File: config.mk
export PLATFORM = sky130hd
export DESIGN_NAME = xsd_core
export DESIGN_NICKNAME = d
export VERILOG_FILES = /design/src/xsd_pkg.sv /design/src/xsd_addr_resolve.sv /design/src/xsd_core.sv
export SDC_FILE = /design/constraint.sdc
export NUM_CORES = 1
export LEC_CHECK = 0
export BUFFER_PORTS_ARGS = -buffer_cell sky130_fd_sc_hd__buf_2
export CORE_AREA = 2 2 157 159
export CTS_BUF_LIST = sky130_fd_sc_hd__clkbuf_8
export CTS_CLUSTER_SIZE = 12
export DETAILED_ROUTE_END_ITERATION = 10
export DIE_AREA = 0 0 159 161
export PLACE_DENSITY = 0.85
export SYNTH_ARGS = -nofsm -noshare
export SYNTH_HDL_FRONTEND = slang
export SYNTH_SLANG_ARGS = --single-unit
File: constraint.sdc
create_clock -name core_clk -period 4.24 [get_ports core_clk]
set_input_delay 1.06 -clock core_clk [delete_from_list [all_inputs] [get_ports core_clk]]
set_output_delay 1.06 -clock core_clk [all_outputs]
set_load 0.01 [all_outputs]
File: src/xsd_pkg.sv
package xsd_pkg;
   // ----------------------------------------------------------------
   // widths
   // ----------------------------------------------------------------
   localparam int unsigned ADDR_W = 12;
   localparam int unsigned PC_W = 21;
   localparam int unsigned PCLAT_W = 13;

   // ----------------------------------------------------------------
   // register offsets (byte addresses)
   // ----------------------------------------------------------------
   localparam logic [7:0] OFF_CTRL = 8'h00;
   localparam logic [7:0] OFF_STATUS = 8'h04;
   localparam logic [7:0] OFF_WORK = 8'h08;
   localparam logic [7:0] OFF_BANK = 8'h0c;
   localparam logic [7:0] OFF_PTR0 = 8'h10;
   localparam logic [7:0] OFF_PTR1 = 8'h14;
   localparam logic [7:0] OFF_PTR2 = 8'h18;
   localparam logic [7:0] OFF_PC = 8'h1c;
   localparam logic [7:0] OFF_STACK = 8'h20;
   localparam logic [7:0] OFF_PCLAT = 8'h24;
   localparam logic [7:0] OFF_INFO = 8'h28;

   // ----------------------------------------------------------------
   // field positions and reset values
   // ----------------------------------------------------------------
   localparam int unsigned CTRL_EXT_BIT = 0;
   localparam int unsigned CTRL_RUN_BIT = 1;
   localparam int unsigned ST_Z_BIT = 0;
   localparam int unsigned ST_N_BIT = 1;
   localparam int unsigned D_BIT = 9;
   localparam int unsigned A_BIT = 8;
   localparam int unsigned MOVS_IDX_BIT = 7;
   localparam logic [7:0] WORK_RST = 8'h00;
   localparam logic [3:0] BANK_RST = 4'h0;
   localparam logic [11:0] PTR_RST = 12'h000;
   localparam logic [20:0] PC_RST = 21'h000000;
   localparam logic [20:0] PC_STEP = 21'h000002;
   localparam logic [15:0] WORD_RST = 16'hffff;

   // ----------------------------------------------------------------
   // opcodes
   // ----------------------------------------------------------------
   localparam logic [7:0] OPC_XORL = 8'h0a;
   localparam logic [5:0] OPC_XORF = 6'h06;
   localparam logic [6:0] OPC_TST = 7'h33;
   localparam logic [7:0] OPC_ADDP = 8'he8;
   localparam logic [7:0] OPC_SUBP = 8'he9;
   localparam logic [7:0] OPC_PUSH_LITERAL_STACK = 8'hea;
   localparam logic [7:0] OPC_MOVS = 8'heb;
   localparam logic [15:0] OPC_CALL_VIA_WORK_REG = 16'h0014;
   localparam logic [3:0] OPC_MOVFF = 4'hc;
   localparam logic [6:0] OPC_CALL = 7'h76;
   localparam logic [7:0] OPC_GOTO = 8'hef;
   localparam logic [7:0] OPC_LFSR = 8'hee;
   localparam logic [1:0] RET_SEL = 2'h3;
   localparam logic [1:0] STACK_PTR = 2'h2;

   // ----------------------------------------------------------------
   // addressing
   // ----------------------------------------------------------------
   localparam logic [7:0] IDX_LIMIT = 8'h5f;
   localparam logic [7:0] ACC_SPLIT = 8'h60;
   localparam logic [3:0] ACC_LO_BANK = 4'h0;
   localparam logic [3:0] ACC_HI_BANK = 4'hf;

   typedef enum logic [3:0] {
      PH_Q1 = 4'h1,
      PH_Q2 = 4'h2,
      PH_Q3 = 4'h4,
      PH_Q4 = 4'h8
   } xsd_phase_type;

   typedef enum logic [3:0] {
      OP_NOP, OP_TST, OP_XORL, OP_XORF, OP_ADDP, OP_ADDRET,
      OP_SUBP, OP_SUBRET, OP_CALL_VIA_WORK_REG, OP_MOVS1, OP_MOVS2, OP_PUSH_LITERAL_STACK
   } xsd_op_type;

   typedef struct packed {
      logic [11:0] addr;
      logic [7:0] wdata;
      logic we;
   } xsd_dmem_req_type;
endpackage : xsd_pkg

File: src/xsd_addr_resolve.sv
`timescale 1ns/10ps
module xsd_addr_resolve (
   input wire logic [7:0] f_field, // register operand
   input wire logic a_bit, // bank-select operand bit
   input wire logic ext_en, // extended set enabled
   input wire logic [3:0] bank, // bank select register
   input wire logic [11:0] ptr_two, // pointer two
   output logic [11:0] addr, // resolved data address
   output logic indexed // indexed literal offset in use
);
   always_comb begin
      indexed = !a_bit && ext_en
         && (f_field <= xsd_pkg::IDX_LIMIT);
      if (indexed) begin
         addr = ptr_two + {4'h0, f_field};
      end else if (a_bit) begin
         addr = {bank, f_field};
      end else if (f_field < xsd_pkg::ACC_SPLIT) begin
         addr = {xsd_pkg::ACC_LO_BANK, f_field};
      end else begin
         addr = {xsd_pkg::ACC_HI_BANK, f_field};
      end
   end
endmodule : xsd_addr_resolve

File: src/xsd_core.sv
`timescale 1ns/10ps
// Behaviour
// - zero test discards next word, flags untouched
// - skipped two-word instruction costs three cycles
// - bank bit picks access bank or bank select
// - extended, access, operand up to 95: indexed
// - literal xor into working register, N and Z
// - register xor, destination bit, one cycle
// - extended features only with configuration bit
// - eight extra pointer-literal instructions when enabled
// - add to pointer two then return, two cycles
// - subtract literal from selected pointer, one cycle
// - subtract from pointer two then return, two cycles
// - call via working register, two cycles
// - two-word memory moves, indexed or direct destination
// - push literal at pointer two, then decrement
// - add literal to selected pointer, one cycle
// - return loads stack top, second cycle idle
module xsd_core (
   input wire logic core_clk, // core clock, 50 MHz
   input wire logic rstn, // async reset, active low
   input wire logic [7:0] paddr, // apb address
   input wire logic psel, // apb select
   input wire logic penable, // apb enable
   input wire logic pwrite, // apb direction
   input wire logic [31:0] pwdata, // apb write data
   output logic [31:0] prdata, // apb read data
   output logic pready, // apb ready
   output logic pslverr, // apb error, unmapped address
   output logic [20:0] prog_addr, // program fetch address
   output logic prog_fetch, // fetch strobe in Q4
   input wire logic [15:0] prog_data, // fetched word
   output xsd_pkg::xsd_dmem_req_type dmem_req, // data memory request
   input wire logic [7:0] dmem_rdata // data memory read data
);
   // ----------------------------------------------------------------
   // state
   // ----------------------------------------------------------------
   xsd_pkg::xsd_phase_type phase_reg;
   xsd_pkg::xsd_op_type op_reg;
   xsd_pkg::xsd_op_type op_next;
   logic active_reg;
   logic [15:0] ir_reg;
   logic [15:0] prefetch_reg;
   logic discard_reg;
   logic mov_pend_reg;
   logic mov_idx_reg;
   logic [7:0] work_reg;
   logic [7:0] data_reg;
   logic [3:0] bank_reg;
   logic [11:0] ptr_reg [3];
   logic n_reg;
   logic z_reg;
   logic [20:0] pc_reg;
   logic [20:0] stack_reg;
   logic [12:0] pclat_reg;
   logic ext_reg;
   logic run_reg;
   logic [31:0] rd_mux;
   logic rd_hit;
   logic wr_en;
   logic [11:0] res_addr;
   logic res_indexed;
   logic [11:0] rd_addr;
   logic two_word_pf;
   logic [7:0] xor_lit;
   logic [7:0] xor_reg;
   logic [7:0] result;
   logic flags_upd;
   logic pc_from_stack;
   logic flush;
   logic end_q1;
   logic end_q4;
   logic [1:0] adj_sel;
   logic adj_on;
   logic adj_sub;
   logic [11:0] adj_val;

   assign end_q1 = (phase_reg == xsd_pkg::PH_Q1);
   assign end_q4 = active_reg && (phase_reg == xsd_pkg::PH_Q4);

   // ----------------------------------------------------------------
   // apb slave, zero wait states
   // ----------------------------------------------------------------
   assign pready = 1'b1;
   assign pslverr = psel && penable && !rd_hit;
   assign wr_en = psel && penable && pwrite && rd_hit;

   always_comb begin
      rd_mux = 32'h00000000;
      rd_hit = 1'b1;
      case (paddr)
         xsd_pkg::OFF_CTRL: begin
            rd_mux[xsd_pkg::CTRL_EXT_BIT] = ext_reg;
            rd_mux[xsd_pkg::CTRL_RUN_BIT] = run_reg;
         end
         xsd_pkg::OFF_STATUS: begin
            rd_mux[xsd_pkg::ST_Z_BIT] = z_reg;
            rd_mux[xsd_pkg::ST_N_BIT] = n_reg;
         end
         xsd_pkg::OFF_WORK: rd_mux[7:0] = work_reg;
         xsd_pkg::OFF_BANK: rd_mux[3:0] = bank_reg;
         xsd_pkg::OFF_PTR0: rd_mux[11:0] = ptr_reg[0];
         xsd_pkg::OFF_PTR1: rd_mux[11:0] = ptr_reg[1];
         xsd_pkg::OFF_PTR2: rd_mux[11:0] = ptr_reg[2];
         xsd_pkg::OFF_PC: rd_mux[20:0] = pc_reg;
         xsd_pkg::OFF_STACK: rd_mux[20:0] = stack_reg;
         xsd_pkg::OFF_PCLAT: rd_mux[12:0] = pclat_reg;
         xsd_pkg::OFF_INFO: begin
            rd_mux[3:0] = phase_reg;
            rd_mux[4] = active_reg;
            rd_mux[5] = discard_reg;
            rd_mux[6] = mov_pend_reg;
         end
         default: rd_hit = 1'b0;
      endcase
   end

   // read data is caught in the setup cycle so the access phase can end
   // at once without a combinational path to prdata
   always_ff @(posedge core_clk or negedge rstn) begin
      if (!rstn) begin
         prdata <= 32'h00000000;
      end else if (psel && !penable && (!pwrite || !rd_hit)) begin
         prdata <= rd_mux;
      end
   end

   always_ff @(posedge core_clk or negedge rstn) begin
      if (!rstn) begin
         ext_reg <= 1'b0;
         run_reg <= 1'b0;
      end else if (wr_en && paddr == xsd_pkg::OFF_CTRL) begin
         ext_reg <= pwdata[xsd_pkg::CTRL_EXT_BIT];
         run_reg <= pwdata[xsd_pkg::CTRL_RUN_BIT];
      end
   end

   always_ff @(posedge core_clk or negedge rstn) begin
      if (!rstn) begin
         bank_reg <= xsd_pkg::BANK_RST;
         pclat_reg <= '0;
      end else if (wr_en) begin
         if (paddr == xsd_pkg::OFF_BANK) begin
            bank_reg <= pwdata[3:0];
         end
         if (paddr == xsd_pkg::OFF_PCLAT) begin
            pclat_reg <= pwdata[12:0];
         end
      end
   end

   // ----------------------------------------------------------------
   // phase sequencer
   // ----------------------------------------------------------------
   always_ff @(posedge core_clk or negedge rstn) begin
      if (!rstn) begin
         phase_reg <= xsd_pkg::PH_Q1;
      end else begin
         case (phase_reg)
            xsd_pkg::PH_Q1: phase_reg <= xsd_pkg::PH_Q2;
            xsd_pkg::PH_Q2: phase_reg <= xsd_pkg::PH_Q3;
            xsd_pkg::PH_Q3: phase_reg <= xsd_pkg::PH_Q4;
            xsd_pkg::PH_Q4: phase_reg <= xsd_pkg::PH_Q1;
            default: phase_reg <= xsd_pkg::PH_Q1;
         endcase
      end
   end

   // ----------------------------------------------------------------
   // decode of the prefetched word
   // ----------------------------------------------------------------
   assign two_word_pf = (ext_reg && prefetch_reg[15:8] == xsd_pkg::OPC_MOVS)
      || prefetch_reg[15:12] == xsd_pkg::OPC_MOVFF
      || prefetch_reg[15:9] == xsd_pkg::OPC_CALL
      || prefetch_reg[15:8] == xsd_pkg::OPC_GOTO
      || prefetch_reg[15:8] == xsd_pkg::OPC_LFSR;

   always_comb begin
      op_next = xsd_pkg::OP_NOP;
      if (discard_reg) begin
         op_next = xsd_pkg::OP_NOP;
      end else if (mov_pend_reg) begin
         op_next = xsd_pkg::OP_MOVS2;
      end else if (prefetch_reg[15:8] == xsd_pkg::OPC_XORL) begin
         op_next = xsd_pkg::OP_XORL;
      end else if (prefetch_reg[15:10] == xsd_pkg::OPC_XORF) begin
         op_next = xsd_pkg::OP_XORF;
      end else if (prefetch_reg[15:9] == xsd_pkg::OPC_TST) begin
         op_next = xsd_pkg::OP_TST;
      end else if (ext_reg) begin
         if (prefetch_reg == xsd_pkg::OPC_CALL_VIA_WORK_REG) begin
            op_next = xsd_pkg::OP_CALL_VIA_WORK_REG;
         end else if (prefetch_reg[15:8] == xsd_pkg::OPC_ADDP) begin
            op_next = (prefetch_reg[7:6] == xsd_pkg::RET_SEL) ?
               xsd_pkg::OP_ADDRET : xsd_pkg::OP_ADDP;
         end else if (prefetch_reg[15:8] == xsd_pkg::OPC_SUBP) begin
            op_next = (prefetch_reg[7:6] == xsd_pkg::RET_SEL) ?
               xsd_pkg::OP_SUBRET : xsd_pkg::OP_SUBP;
         end else if (prefetch_reg[15:8] == xsd_pkg::OPC_PUSH_LITERAL_STACK) begin
            op_next = xsd_pkg::OP_PUSH_LITERAL_STACK;
         end else if (prefetch_reg[15:8] == xsd_pkg::OPC_MOVS) begin
            op_next = xsd_pkg::OP_MOVS1;
         end
      end
   end

   xsd_addr_resolve u_resolve (
      .f_field(prefetch_reg[7:0]),
      .a_bit(prefetch_reg[xsd_pkg::A_BIT]),
      .ext_en(ext_reg),
      .bank(bank_reg),
      .ptr_two(ptr_reg[xsd_pkg::STACK_PTR]),
      .addr(res_addr),
      .indexed(res_indexed)
   );

   always_comb begin
      case (op_next)
         xsd_pkg::OP_MOVS1:
            rd_addr = ptr_reg[xsd_pkg::STACK_PTR]
               + {5'h00, prefetch_reg[6:0]};
         xsd_pkg::OP_MOVS2:
            rd_addr = mov_idx_reg ? (ptr_reg[xsd_pkg::STACK_PTR]
               + {5'h00, prefetch_reg[6:0]})
               : prefetch_reg[11:0];
         xsd_pkg::OP_PUSH_LITERAL_STACK: rd_addr = ptr_reg[xsd_pkg::STACK_PTR];
         default: rd_addr = res_addr;
      endcase
   end

   // ----------------------------------------------------------------
   // instruction register and skip bookkeeping
   // ----------------------------------------------------------------
   always_ff @(posedge core_clk or negedge rstn) begin
      if (!rstn) begin
         active_reg <= 1'b0;
         ir_reg <= xsd_pkg::WORD_RST;
         op_reg <= xsd_pkg::OP_NOP;
      end else if (end_q1) begin
         active_reg <= run_reg;
         ir_reg <= prefetch_reg;
         op_reg <= run_reg ? op_next : xsd_pkg::OP_NOP;
      end
   end

   assign pc_from_stack = (op_reg == xsd_pkg::OP_ADDRET)
      || (op_reg == xsd_pkg::OP_SUBRET);
   assign flush = (op_reg == xsd_pkg::OP_TST && data_reg == 8'h00)
      || pc_from_stack || op_reg == xsd_pkg::OP_CALL_VIA_WORK_REG;

   // the word behind a skipped two-word opcode is dropped as well; a jump
   // only ever fetches one stale word, whatever it looks like
   always_ff @(posedge core_clk or negedge rstn) begin
      if (!rstn) begin
         discard_reg <= 1'b0;
      end else if (end_q1 && run_reg && discard_reg) begin
         discard_reg <= two_word_pf
            && op_reg == xsd_pkg::OP_TST;
      end else if (end_q4 && flush) begin
         discard_reg <= 1'b1;
      end
   end

   always_ff @(posedge core_clk or negedge rstn) begin
      if (!rstn) begin
         mov_pend_reg <= 1'b0;
         mov_idx_reg <= 1'b0;
      end else if (end_q1 && run_reg) begin
         mov_pend_reg <= 1'b0;
      end else if (end_q4 && op_reg == xsd_pkg::OP_MOVS1) begin
         mov_pend_reg <= 1'b1;
         mov_idx_reg <= ir_reg[xsd_pkg::MOVS_IDX_BIT];
      end
   end

   // ----------------------------------------------------------------
   // data memory: address in Q2, read in Q2, write during Q4
   // ----------------------------------------------------------------
   always_ff @(posedge core_clk or negedge rstn) begin
      if (!rstn) begin
         data_reg <= 8'h00;
      end else if (active_reg && phase_reg == xsd_pkg::PH_Q2
         && op_reg != xsd_pkg::OP_MOVS2) begin
         data_reg <= dmem_rdata;
      end
   end

   assign xor_lit = work_reg ^ ir_reg[7:0];
   assign xor_reg = work_reg ^ data_reg;

   always_ff @(posedge core_clk or negedge rstn) begin
      if (!rstn) begin
         dmem_req <= '0;
      end else begin
         dmem_req.we <= 1'b0;
         if (end_q1) begin
            dmem_req.addr <= rd_addr;
         end
         if (active_reg && phase_reg == xsd_pkg::PH_Q3) begin
            case (op_reg)
               xsd_pkg::OP_XORF: begin
                  dmem_req.we <= ir_reg[xsd_pkg::D_BIT];
                  dmem_req.wdata <= xor_reg;
               end
               xsd_pkg::OP_MOVS2: begin
                  dmem_req.we <= 1'b1;
                  dmem_req.wdata <= data_reg;
               end
               xsd_pkg::OP_PUSH_LITERAL_STACK: begin
                  dmem_req.we <= 1'b1;
                  dmem_req.wdata <= ir_reg[7:0];
               end
               default: dmem_req.we <= 1'b0;
            endcase
         end
      end
   end

   // ----------------------------------------------------------------
   // working register and flags
   // ----------------------------------------------------------------
   assign result = (op_reg == xsd_pkg::OP_XORL) ? xor_lit : xor_reg;
   assign flags_upd = (op_reg == xsd_pkg::OP_XORL)
      || (op_reg == xsd_pkg::OP_XORF);

   always_ff @(posedge core_clk or negedge rstn) begin
      if (!rstn) begin
         work_reg <= xsd_pkg::WORK_RST;
      end else if (end_q4 && op_reg == xsd_pkg::OP_XORL) begin
         work_reg <= xor_lit;
      end else if (end_q4 && op_reg == xsd_pkg::OP_XORF
         && !ir_reg[xsd_pkg::D_BIT]) begin
         work_reg <= xor_reg;
      end else if (wr_en && paddr == xsd_pkg::OFF_WORK) begin
         work_reg <= pwdata[7:0];
      end
   end

   // skip, pointer and call forms leave the flags alone
   always_ff @(posedge core_clk or negedge rstn) begin
      if (!rstn) begin
         n_reg <= 1'b0;
         z_reg <= 1'b0;
      end else if (end_q4 && flags_upd) begin
         n_reg <= result[7];
         z_reg <= (result == 8'h00);
      end else if (wr_en && paddr == xsd_pkg::OFF_STATUS) begin
         n_reg <= pwdata[xsd_pkg::ST_N_BIT];
         z_reg <= pwdata[xsd_pkg::ST_Z_BIT];
      end
   end

   // ----------------------------------------------------------------
   // pointers
   // ----------------------------------------------------------------
   always_comb begin
      adj_sel = ir_reg[7:6];
      adj_on = 1'b1;
      adj_sub = 1'b0;
      adj_val = {6'h00, ir_reg[5:0]};
      case (op_reg)
         xsd_pkg::OP_ADDP: adj_on = 1'b1;
         xsd_pkg::OP_SUBP: adj_sub = 1'b1;
         xsd_pkg::OP_ADDRET: adj_sel = xsd_pkg::STACK_PTR;
         xsd_pkg::OP_SUBRET: begin
            adj_sel = xsd_pkg::STACK_PTR;
            adj_sub = 1'b1;
         end
         xsd_pkg::OP_PUSH_LITERAL_STACK: begin
            adj_sel = xsd_pkg::STACK_PTR;
            adj_sub = 1'b1;
            adj_val = 12'h001;
         end
         default: adj_on = 1'b0;
      endcase
   end

   for (genvar i = 0; i < 3; i++) begin : g_ptr
      localparam logic [1:0] SEL = 2'(i);
      localparam logic [7:0] OFF = xsd_pkg::OFF_PTR0 + 8'(4 * i);
      always_ff @(posedge core_clk or negedge rstn) begin
         if (!rstn) begin
            ptr_reg[i] <= xsd_pkg::PTR_RST;
         end else if (end_q4 && adj_on && adj_sel == SEL) begin
            ptr_reg[i] <= adj_sub ? ptr_reg[i] - adj_val
               : ptr_reg[i] + adj_val;
         end else if (wr_en && paddr == OFF) begin
            ptr_reg[i] <= pwdata[11:0];
         end
      end
   end

   // ----------------------------------------------------------------
   // fetch, program counter and return stack top
   // ----------------------------------------------------------------
   assign prog_addr = pc_reg;
   assign prog_fetch = end_q4;

   // the word fetched in the same Q4 as a jump is stale and is flushed
   always_ff @(posedge core_clk or negedge rstn) begin
      if (!rstn) begin
         prefetch_reg <= xsd_pkg::WORD_RST;
         pc_reg <= xsd_pkg::PC_RST;
      end else if (end_q4) begin
         prefetch_reg <= prog_data;
         if (pc_from_stack) begin
            pc_reg <= stack_reg;
         end else if (op_reg == xsd_pkg::OP_CALL_VIA_WORK_REG) begin
            pc_reg <= {pclat_reg, work_reg};
         end else begin
            pc_reg <= pc_reg + xsd_pkg::PC_STEP;
         end
      end else if (wr_en && paddr == xsd_pkg::OFF_PC) begin
         pc_reg <= pwdata[20:0];
      end
   end

   always_ff @(posedge core_clk or negedge rstn) begin
      if (!rstn) begin
         stack_reg <= xsd_pkg::PC_RST;
      end else if (end_q4 && op_reg == xsd_pkg::OP_CALL_VIA_WORK_REG) begin
         stack_reg <= pc_reg;
      end else if (wr_en && paddr == xsd_pkg::OFF_STACK) begin
         stack_reg <= pwdata[20:0];
      end
   end
endmodule : xsd_core

==> metrics.txt, run 1 <==
r2r startpoint op_reg[2]$_DFFE_PN0N_; count of pins over their slew limit 0; number of failing setup endpoints in the final timing report 0; number of antenna-violating nets in the routed design 0; number of buffers created by CTS 17; outcome finished, final reports clean; startpoint type of the worst setup path flop; sequential cell area in the final layout 4890 um^2; Final TNS setup 0 ps; data arrival time of the critical path 4320 ps; io pins 146; number of DRC violations after detailed-routing iteration 0 1812; clock latency on the worst-skew pair 480 ps; Overall Global Routing Usage 0.337; Syn Std Cell Area 13300 um^2; number of gates given a new drive strength after cts 0; biggest fanout along the worst timing path 15; total of fill cells in the finished design 2096; Longest Clk Path Bufs 2; antenna violations before repair 0; cell leakage power 6.52 nW; maximum resistive drop on vdd 0.139 mV; proportion of layout cells with a drive suffix above 1 0.176; endpoints failing hold 0; classification of the worst setup path reg2reg; count of flip-flops with a built-in enable after synthesis 0; required time reported for the critical path endpoint 4620 ps; routed wire length 43500 um; Total Power Consumption 3.35 mW; fraction of registers with async set or reset after synthesis 1.00; final cycle utilization of the critical path 0.930; cell row count 57; vias in the first global route 12300; unrepaired setup endpoints after global routing false; remaining design rule violation count 0; measured slew at the worst slew-check pin 1140 ps; placeable core area 24000 um^2; top flip-flop cell by instance count after synthesis sky130_fd_sc_hd__dfrtp_1; count of mapped cells out of synthesis 1519; capturing element of the worst setup path ptr_reg[20]$_DFFE_PN0P_; # nets final 1708; depth of the CTS H-tree 4; worst min-delay path class reg2reg; crit path capture type flop; number of flip-flops under the largest register name 36; GRT overflow 0; per-cell via count in the routed design 6.61; antenna fix cells 0; worst slew margin relative to its limit 0.238; effective utilization at floorplan 0.553; Max Fclk 254 MHz; number of buffers inserted by post-CTS setup repair 0; detailed-placement wirelength estimate 32100 um; clock tree root driver cell sky130_fd_sc_hd__clkbuf_8; Die Outline Area 25600 um^2; Yosys warning total 0; Layout Skew 14.2 ps; PD cells 230 nW/um^2; count of distinct cell types in the synthesized netlist 84; wire length of the first global-routing pass 68200 um; count of state elements after synthesis 194; height of the die 161 um; die span in x 159 um; area taken by multi-input logic gates 7840 um^2; largest incremental delay on the critical path 390 ps; max capacitance violation total 0; worst-case register-to-register setup slack 300 ps; drt wl/cell 22.5 um; ordered cell list for the critical path and3b_1 -> nand2_4 -> nand2b_1 -> inv_2 -> ha_1 -> nor2_1 -> xor2_2 -> ha_1 -> nor2b_1 -> o21ai_0 -> a21boi_0 -> o31a_1 -> o21a_1 -> o21a_1 -> o31ai_1; register clock-pin slew on the reported worst setup and hold paths 110 ps; launch point of the worst path op_reg[2]$_DFFE_PN0N_; reg-to-reg critical path endpoint ptr_reg[20]$_DFFE_PN0P_; Vias 12800; Area growth, synth to finish 9.78%; TritonCTS clock tree done; Seq/Total Area, Yosys 0.369; hold buffer count at cts 0; Buffers on Ports 122; pin count of the biggest net entering global routing 84; RePlAce Congestion 0.975; worst reg-to-reg path cell count 15; post-layout min period 3940 ps; first drt pass iteration count 6; Post-Syn Area per Cell 8.73 um^2; Sink Count 194; slowest stage cell on the critical path sky130_fd_sc_hd__dfrtp_1
kinds of logic (layout without fill, tap and decap cells):
family,after synthesis,after routing,synth area share
multiplexers,97,97,0.0762
AND/OR/NAND/NOR,530,530,0.190
XOR/XNOR,66,66,0.0436
flip-flops,194,194,0.369
AO/OA/AOI/OAI,444,444,0.229
other,2,12,0.000566
buffers and inverters,139,215,0.0457
adder cells (fa/ha/maj),47,47,0.0466
power breakdown:
group,internal (mW),switching [mW]
Combinational,0.0707,0.134
Sequential,1.86,0.0194
Clock,0.497,0.770
area by class of cell:
cell class / instances / area share
Clock buffer: 17 / 0.0161
Tap cell: 324 / 0.0278
Inverter: 21 / 0.00541
Timing Repair Buffer: 162 / 0.0649
Sequential cell: 194 / 0.336
Clock inverter: 15 / 0.0117
Multi-Input combinational cell: 1196 / 0.538
worst min-delay path by stage:
stage | start | end | slack [ps] | depth (start not counted)
floorplan | prefetch_reg[4]$_DFFE_PN1P_ | ir_reg[4]$_DFFE_PN1N_ | 460 | 2
global placement | prdata[15]$_DFFE_PN0P_ | prdata[15]$_DFFE_PN0P_ | 460 | 2
detailed placement | prdata[10]$_DFFE_PN0P_ | prdata[10]$_DFFE_PN0P_ | 460 | 1
CTS | dmem_req[7]$_DFFE_PN0P_ | dmem_req[7]$_DFFE_PN0P_ | 490 | 2
global route | prdata[10]$_DFFE_PN0P_ | prdata[10]$_DFFE_PN0P_ | 500 | 1
finish | prdata[8]$_DFFE_PN0P_ | prdata[8]$_DFFE_PN0P_ | 480 | 1
synthesized netlist by cell type, types with 13 or more instances:
master	number	area (um^2)
sky130_fd_sc_hd__a21oi_1	106	531
sky130_fd_sc_hd__xor2_1	33	289
sky130_fd_sc_hd__nand3_1	35	175
sky130_fd_sc_hd__o21ai_0	72	360
sky130_fd_sc_hd__mux2_2	32	360
sky130_fd_sc_hd__nor3_1	41	205
sky130_fd_sc_hd__ha_1	43	538
sky130_fd_sc_hd__a21o_1	15	113
sky130_fd_sc_hd__a222oi_1	21	210
sky130_fd_sc_hd__nand2_1	181	679
sky130_fd_sc_hd__clkbuf_1	80	300
sky130_fd_sc_hd__inv_1	19	71.3
sky130_fd_sc_hd__and3_1	16	100
sky130_fd_sc_hd__a22oi_1	23	173
sky130_fd_sc_hd__xnor2_1	33	289
sky130_fd_sc_hd__o21a_1	24	180
sky130_fd_sc_hd__dfrtp_1	168	4200
sky130_fd_sc_hd__dfstp_2	26	683
sky130_fd_sc_hd__nor2_1	147	552
sky130_fd_sc_hd__a31oi_1	24	150
sky130_fd_sc_hd__a211oi_1	50	375
sky130_fd_sc_hd__a22o_1	13	114
sky130_fd_sc_hd__buf_4	17	128
sky130_fd_sc_hd__mux2i_1	65	651
sky130_fd_sc_hd__nor2b_1	16	100
sky130_fd_sc_hd__or3_1	14	87.6
worst max-delay path: cells and delay by family, from the launching register on:
kind                       cells  cell delay (ps)
AOI/OAI and AO/OA              6             1550
xor gates and xnor gates       1              270
adders and majority gates      2              550
buffers and inverters          1               70
DFF                            1              390
and+or+nand+nor                5             1010
layer usage:
layer / part of all wire / track usage / vias up
met5: 0 / 0 / -
met4: 0.041 / 0.150 / 0
met3: 0.11 / 0.0650 / 146
met2: 0.46 / 0.539 / 793
met1: 0.39 / 0.449 / 6110
li1: - / - / 5705
layout by cell type, fill, tap and decap left out, types with 21 or more instances in the layout:
cell	netlist	routed
sky130_fd_sc_hd__mux2i_1	65	65
sky130_fd_sc_hd__dfstp_2	26	26
sky130_fd_sc_hd__nor3_1	41	40
sky130_fd_sc_hd__nor2_1	147	147
sky130_fd_sc_hd__o21a_1	24	24
sky130_fd_sc_hd__a222oi_1	21	21
sky130_fd_sc_hd__dfrtp_1	168	168
sky130_fd_sc_hd__a211oi_1	50	50
sky130_fd_sc_hd__ha_1	43	43
sky130_fd_sc_hd__xnor2_1	33	33
sky130_fd_sc_hd__a22oi_1	23	23
sky130_fd_sc_hd__a31oi_1	24	24
sky130_fd_sc_hd__xor2_1	33	32
sky130_fd_sc_hd__buf_2	10	121
sky130_fd_sc_hd__o21ai_0	72	70
sky130_fd_sc_hd__buf_4	17	38
sky130_fd_sc_hd__a21oi_1	106	106
sky130_fd_sc_hd__nand2_1	181	180
sky130_fd_sc_hd__nand3_1	35	35
sky130_fd_sc_hd__mux2_2	32	32
through the flow:
| step | area (um^2) | std cells | hold WS, ps | setup slack [ps] | utilization |
|---|---|---|---|---|---|
| after floorplan | 13300 | 1529 | 456 | 661 | - |
| after global placement | 14100 | 1897 | 456 | 367 | 0.590 |
| after detailed placement | 14100 | 1897 | 461 | 257 | 0.590 |
| after CTS | 14600 | 1929 | 488 | 238 | 0.607 |
| after global routing | 14600 | 1929 | 504 | 103 | 0.608 |
| final | 14600 | 1929 | 484 | 298 | 0.608 |
(Power assumes the default switching activity.)
==> inputs of run 2 (changes only) <==
BUFFER_PORTS_ARGS = default   (was -buffer_cell sky130_fd_sc_hd__buf_2)
DONT_BUFFER_PORTS = 1   (was default)
PLACE_DENSITY = 0.8   (was 0.85)
==> run 2 against run 1 <==
  * Global-route usage shrank 0.89 points
  * Clock skew grew 1.0 ps
  * Utilization shrank 2.9 points
  * Register-to-register slack gained 40 ps
  * Hold slack lost 230 ps
  * Sequential share of layout area grew 1.7 points
  * Via count shrank 5.0%
==> metrics.txt, run 2 (synthesis gave the netlist of run 1 again) <==
placed standard-cell area 13400 um^2 (-5.0%); Longest Clk Path Bufs 2 (unchanged); number of buffers created by CTS 17 (unchanged); number of failing setup endpoints in the final timing report 0 (unchanged); total of fill cells in the finished design 2181 (+4.1%); Buffers on Ports 0 (-100%); first drt pass iteration count 8 (+2); final cycle utilization of the critical path 0.920 (-0.00989); antenna violations before repair 0 (unchanged); data arrival time of the critical path 4280 ps (-40 ps); met1 GRT Util 0.427 (-0.0217); number of buffers inserted by post-CTS setup repair 0 (unchanged); slowest stage cell on the critical path sky130_fd_sc_hd__a2111o_1; buffer and inverter count on the worst path 1 (unchanged); routed wire length 42100 um (-3.1%); Largest delay share family, worst path compound AO/OA/AOI/OAI gates; Placed Cells incl. Taps 1767 (-6.9%); count of pins over their slew limit 0 (unchanged); reg-to-reg critical path endpoint ptr_reg[8]$_DFFE_PN0P_; Final TNS setup 0 ps (unchanged); number of flip-flops under the largest register name 36 (unchanged); Die Outline Area 25600 um^2 (unchanged); most common cell after layout, fill and taps aside sky130_fd_sc_hd__nand2_1; die span in x 159 um (unchanged); per-cell via count in the routed design 6.73 (+1.9%); io pins 146 (unchanged); pre-CTS WS 207 ps (-50.3 ps); met3 usage 0.0770 (+0.0121); # nets final 1578 (-7.6%); Layout Skew 15.2 ps (+1.03 ps); worst slew margin relative to its limit 0.166 (-0.0723); vias in the first global route 11500 (-6.4%); ordered cell list for the critical path and3b_1 -> nand2_4 -> nand2b_2 -> inv_2 -> ha_1 -> nor2_1 -> xor2_2 -> ha_1 -> nor2b_1 -> o21ai_0 -> a21boi_1 -> o311a_1 -> or2_2 -> a2111o_1 -> o211a_1; proportion of layout cells with a drive suffix above 1 0.104 (-0.0719); remaining design rule violation count 0 (unchanged); Vias 12100 (-5.0%); drt wl/cell 23.4 um (+3.9%); effective utilization at floorplan 0.553 (unchanged); max capacitance violation total 0 (unchanged); Area growth, synth to finish 4.46%; clock tree root driver cell sky130_fd_sc_hd__clkbuf_8; GRT busiest layer met2; Sink Count 194 (unchanged); cell leakage power 5.98 nW (-8.2%); hold buffer count at cts 0 (unchanged); largest incremental delay on the critical path 410 ps (+20 ps); unrepaired setup endpoints after global routing false; GR met2 Demand/Resource 0.533 (-0.00632); number of DRC violations after detailed-routing iteration 0 1596 (-12%); startpoint type of the worst setup path flop; wire length of the first global-routing pass 65800 um (-3.5%); placeable core area 24000 um^2 (unchanged); detailed-placement wirelength estimate 30800 um (-4.0%); PD cells 235 nW/um^2 (+2.0%); final non-filler cell area 13900 um^2 (-4.8%); Max Fclk 256 MHz (+1.1%); post-layout min period 3900 ps (-41.9 ps); height of the die 161 um (unchanged); register clock-pin slew on the reported worst setup and hold paths 110 ps (about the same); worst reg-to-reg path cell count 15 (unchanged); TritonCTS clock tree done; measured slew at the worst slew-check pin 1250 ps (+108 ps); number of gates given a new drive strength after cts 0 (unchanged); pin count of the biggest net entering global routing 195 (+130%); Critical Path Most Common Cell sky130_fd_sc_hd__ha_1; depth of the CTS H-tree 4 (unchanged); number of antenna-violating nets in the routed design 0 (unchanged); count of placed standard cells in the final layout, fillers left out 1799 (-6.7%); worst min-delay path class in2async; cell row count 57 (unchanged); crit path capture type flop; outcome finished, final reports clean; clock latency on the worst-skew pair 490 ps (about the same); worst-case register-to-register setup slack 340 ps (+40 ps); r2r startpoint op_reg[2]$_DFFE_PN0N_; required time reported for the critical path endpoint 4610 ps (about the same); GRT overflow 0 (unchanged); maximum resistive drop on vdd 0.170 mV (+23%); biggest fanout along the worst timing path 15 (unchanged); commonest cells after routing, fill and taps aside sky130_fd_sc_hd__nand2_1, sky130_fd_sc_hd__dfrtp_1, sky130_fd_sc_hd__nor2_1, sky130_fd_sc_hd__a21oi_1, sky130_fd_sc_hd__o21ai_0; Overall Global Routing Usage 0.328 (-0.00894); RePlAce Congestion 0.972 (-0.30%); endpoints failing hold 0 (unchanged); antenna fix cells 0 (unchanged); classification of the worst setup path reg2reg; final critical-path setup slack 340 ps (+41.9 ps)
-- run 2: cell types whose count changed in the layout (fill, tap and decap cells not counted), sizes merged --
cell and delta:
buf -129, clkbuf +1, clkinv -3, inv +1
-- run 2: how the worst max path moves through the flow --
stage / start / endpoint / slack [ps] / cells after the start
after global placement: op_reg[2]$_DFFE_PN0N_ / ptr_reg[8]$_DFFE_PN0P_ / 380 / 15
final: op_reg[2]$_DFFE_PN0N_ / ptr_reg[8]$_DFFE_PN0P_ / 340 / 15
after detailed placement: op_reg[2]$_DFFE_PN0N_ / ptr_reg[8]$_DFFE_PN0P_ / 210 / 15
after floorplan: op_reg[3]$_DFFE_PN0N_ / ptr_reg[8]$_DFFE_PN0P_ / 660 / 17
after global routing: op_reg[2]$_DFFE_PN0N_ / ptr_reg[8]$_DFFE_PN0P_ / 40 / 15
after CTS: op_reg[2]$_DFFE_PN0N_ / ptr_reg[8]$_DFFE_PN0P_ / 160 / 15
-- run 2: worst register-to-register path, cell delays in order, from the launching register on --
cell and delay [ps]:
sky130_fd_sc_hd__dfrtp_1 390, sky130_fd_sc_hd__and3b_1 290, sky130_fd_sc_hd__nand2_4 160, sky130_fd_sc_hd__nand2b_2 180, sky130_fd_sc_hd__inv_2 60, sky130_fd_sc_hd__ha_1 210, sky130_fd_sc_hd__nor2_1 180, sky130_fd_sc_hd__xor2_2 250
sky130_fd_sc_hd__ha_1 330, sky130_fd_sc_hd__nor2b_1 160, sky130_fd_sc_hd__o21ai_0 250, sky130_fd_sc_hd__a21boi_1 160, sky130_fd_sc_hd__o311a_1 340, sky130_fd_sc_hd__or2_2 300, sky130_fd_sc_hd__a2111o_1 410, sky130_fd_sc_hd__o211a_1 130
-- run 2: metal layers --
metal / part of all wire / vias to the layer above
met4: 0.036 / 0
met1: 0.39 / 5849
li1: - / 5454
met5: 0 / -
met2: 0.46 / 691
met3: 0.11 / 122
-- run 2: through the flow --
stage / util / hold WS (ps) / total power [mW]
floorplan: - / 456 / 2.01
global placement: 0.561 / 484 / 2.02
detailed placement: 0.561 / 488 / 2.02
CTS: 0.578 / 244 / 3.26
global route: 0.578 / 232 / 3.34
finish: 0.578 / 256 / 3.25
-- run 2: where the power goes --
group	leakage (nW)	internal, mW	switching, mW
Clock	0.206	0.519	0.749
Combinational	3.48	0.0458	0.0558
Sequential	2.29	1.86	0.0215
Total	5.98	2.43	0.826
-- run 2: area by class of cell --
cell class,instances,area [um^2],area share
Multi-Input combinational cell,1196,7840,0.566
Inverter,21,78.8,0.00569
Clock inverter,13,139,0.0100
Timing Repair Buffer,32,240,0.0173
Tap cell,324,405,0.0293
Clock buffer,19,262,0.0189
Sequential cell,194,4890,0.353
==> inputs of run 3 (changes only) <==
==> constraint.sdc (replaced) <==
create_clock -name core_clk -period 4.24 [get_ports core_clk]
set_input_delay 0.848 -clock core_clk [delete_from_list [all_inputs] [get_ports core_clk]]
set_output_delay 0.848 -clock core_clk [all_outputs]
set_load 0.01 [all_outputs]
==> run 3 against run 2 <==
  * Non-clock buffer count grew 1
  * Critical path depth unchanged
  * Hold slack worse by 210 ps
  * Largest cell class unchanged
  * Largest power group unchanged
==> metrics.txt, run 3 (synthesis gave the netlist of run 1 again) <==
Area growth, synth to finish 4.57% (about the same); routed wire length 42500 um (+0.85%); post-layout min period 4020 ps (+119 ps); clock latency on the worst-skew pair 490 ps (about the same); number of gates given a new drive strength after cts 0 (unchanged); worst slew margin relative to its limit 0.154 (-0.0119); measured slew at the worst slew-check pin 1270 ps (+17.8 ps); cell row count 57 (unchanged); Buffers on Ports 0 (unchanged); clock tree root driver cell sky130_fd_sc_hd__clkbuf_8; count of pins over their slew limit 0 (unchanged); Die Outline Area 25600 um^2 (unchanged); outcome finished, final reports clean; ordered cell list for the critical path and3b_1 -> nand2_4 -> nand2b_1 -> inv_2 -> ha_1 -> nor2_1 -> xor2_1 -> ha_1 -> nor2b_1 -> o21ai_0 -> a21boi_0 -> o311a_1 -> or2_2 -> a2111o_1 -> o211a_1; largest incremental delay on the critical path 400 ps (about the same); per-cell via count in the routed design 6.77 (+0.51%); # nets final 1579 (+0.063%); pin count of the biggest net entering global routing 195 (unchanged); Vias 12200 (+0.56%); Sink Count 194 (unchanged); classification of the worst setup path reg2reg; clock network fraction of design power 0.397 (+0.007); sequential cell fraction of total power 0.572 (-0.007); remaining design rule violation count 0 (unchanged); detailed-placement wirelength estimate 30900 um (+0.32%); crit path capture type flop; unrepaired setup endpoints after global routing false; Largest delay share family, worst path compound AO/OA/AOI/OAI gates; number of buffers inserted by post-CTS setup repair 0 (unchanged); most common cell after layout, fill and taps aside sky130_fd_sc_hd__nand2_1; cell leakage power 5.99 nW (+0.16%); hold buffer count at cts 0 (unchanged); commonest cells after routing, fill and taps aside sky130_fd_sc_hd__nand2_1, sky130_fd_sc_hd__dfrtp_1, sky130_fd_sc_hd__nor2_1, sky130_fd_sc_hd__a21oi_1, sky130_fd_sc_hd__o21ai_0; max capacitance violation total 0 (unchanged); number of flip-flops under the largest register name 36 (unchanged); worst min-delay path class in2async; Overall Global Routing Usage 0.329 (+0.000857); startpoint type of the worst setup path flop; total of fill cells in the finished design 2140 (-1.9%); switching power as a share of total power 0.250 (-0.00400); PD cells 237 nW/um^2 (+1.1%); antenna fix cells 0 (unchanged); Critical Path Most Common Cell sky130_fd_sc_hd__ha_1; endpoints failing hold 0 (unchanged); share of total power in combinational logic 0.031 (about the same); required time reported for the critical path endpoint 4620 ps (about the same); proportion of layout cells with a drive suffix above 1 0.104 (-0.000748); maximum resistive drop on vdd 0.214 mV (+26%); io pins 146 (unchanged); register clock-pin slew on the reported worst setup and hold paths 110 ps (about the same); data arrival time of the critical path 4400 ps (+120 ps); first drt pass iteration count 8 (unchanged); slowest stage cell on the critical path sky130_fd_sc_hd__a2111o_1; placeable core area 24000 um^2 (unchanged); antenna violations before repair 0 (unchanged); Layout Skew 19.6 ps (+4.36 ps); number of failing setup endpoints in the final timing report 0 (unchanged); vias in the first global route 11400 (-0.55%); Layout Utilization 0.579 (about the same); Longest Clk Path Bufs 2 (unchanged); effective utilization at floorplan 0.553 (unchanged); biggest fanout along the worst timing path 15 (unchanged); design internal power 2.47 mW (+1.8%); height of the die 161 um (unchanged); power dissipated by switching net loads 0.823 mW (-0.39%); worst hold slack 46.8 ps (-210 ps); drt wl/cell 23.6 um (+0.80%); TritonCTS clock tree done; GRT overflow 0 (unchanged); buffer and inverter count on the worst path 1 (unchanged); depth of the CTS H-tree 4 (unchanged); Total Power Consumption 3.29 mW (+1.2%); number of DRC violations after detailed-routing iteration 0 1516 (-5.0%); Final TNS setup 0 ps (unchanged); wire length of the first global-routing pass 65900 um (about the same); Max Fclk 249 MHz (-2.9%); RePlAce Congestion 0.985 (+1.3%); die span in x 159 um (unchanged); number of antenna-violating nets in the routed design 0 (unchanged); final cycle utilization of the critical path 0.948 (+0.0280); number of buffers created by CTS 17 (unchanged)
-- run 3: power by group through the flow --
stage	logic [mW]	clock network, mW	registers, mW
global route	0.113	1.39	1.88
CTS	0.101	1.32	1.88
global placement	0.0985	0	1.92
floorplan	0.100	0	1.91
finish	0.102	1.31	1.88
detailed placement	0.101	0	1.92
-- run 3: metal layers --
metal  up-vias  share of wire  track usage
li1       5445              -            -
met1      5873           0.39        0.436
met2       719           0.45        0.521
met3       147           0.11       0.0696
met4         0          0.044        0.150
met5         -              0            0
-- run 3: final timing paths --
path	start	to	slack, ps	cells after the start
max	op_reg[2]$_DFFE_PN0N_	ptr_reg[8]$_DFFE_PN0P_	220	15
min	rstn	ext_reg$_DFFE_PN0P_	50	0
max reg2reg	op_reg[2]$_DFFE_PN0N_	ptr_reg[8]$_DFFE_PN0P_	220	15
min reg2reg	prefetch_reg[14]$_DFFE_PN1P_	prefetch_reg[14]$_DFFE_PN1P_	510	2
max in group asynchronous	rstn	ir_reg[7]$_DFFE_PN1N_	3790	0
min in group core_clk	prog_data[1]	prefetch_reg[1]$_DFFE_PN1P_	430	2
-- run 3: cell type report --
type                       instances  area (um^2)  share of cell area
multi-input combinational       1196         7830               0.565
sequential                       194         4890               0.352
tap                              324          405              0.0292
clock buffer                      18          248              0.0179
timing repair buffer              33          248              0.0179
clock inverter                    14          169              0.0122
inverter                          21         78.8             0.00568
-- run 3: worst register-to-register path, stage by stage, from the launching register on --
cell	delay (ps)
sky130_fd_sc_hd__dfrtp_1	390
sky130_fd_sc_hd__and3b_1	280
sky130_fd_sc_hd__nand2_4	150
sky130_fd_sc_hd__nand2b_1	230
sky130_fd_sc_hd__inv_2	80
sky130_fd_sc_hd__ha_1	210
sky130_fd_sc_hd__nor2_1	140
sky130_fd_sc_hd__xor2_1	380
sky130_fd_sc_hd__ha_1	360
sky130_fd_sc_hd__nor2b_1	150
sky130_fd_sc_hd__o21ai_0	210
sky130_fd_sc_hd__a21boi_0	190
sky130_fd_sc_hd__o311a_1	360
sky130_fd_sc_hd__or2_2	300
sky130_fd_sc_hd__a2111o_1	400
sky130_fd_sc_hd__o211a_1	120
-- run 3: through the flow --
stage	instances	cell area [um^2]	setup slack (ps)
finish	1800	13900	221
global route	1800	13900	15.7
CTS	1800	13900	273
detailed placement	1768	13400	288
global placement	1768	13400	384
floorplan	1529	13300	661
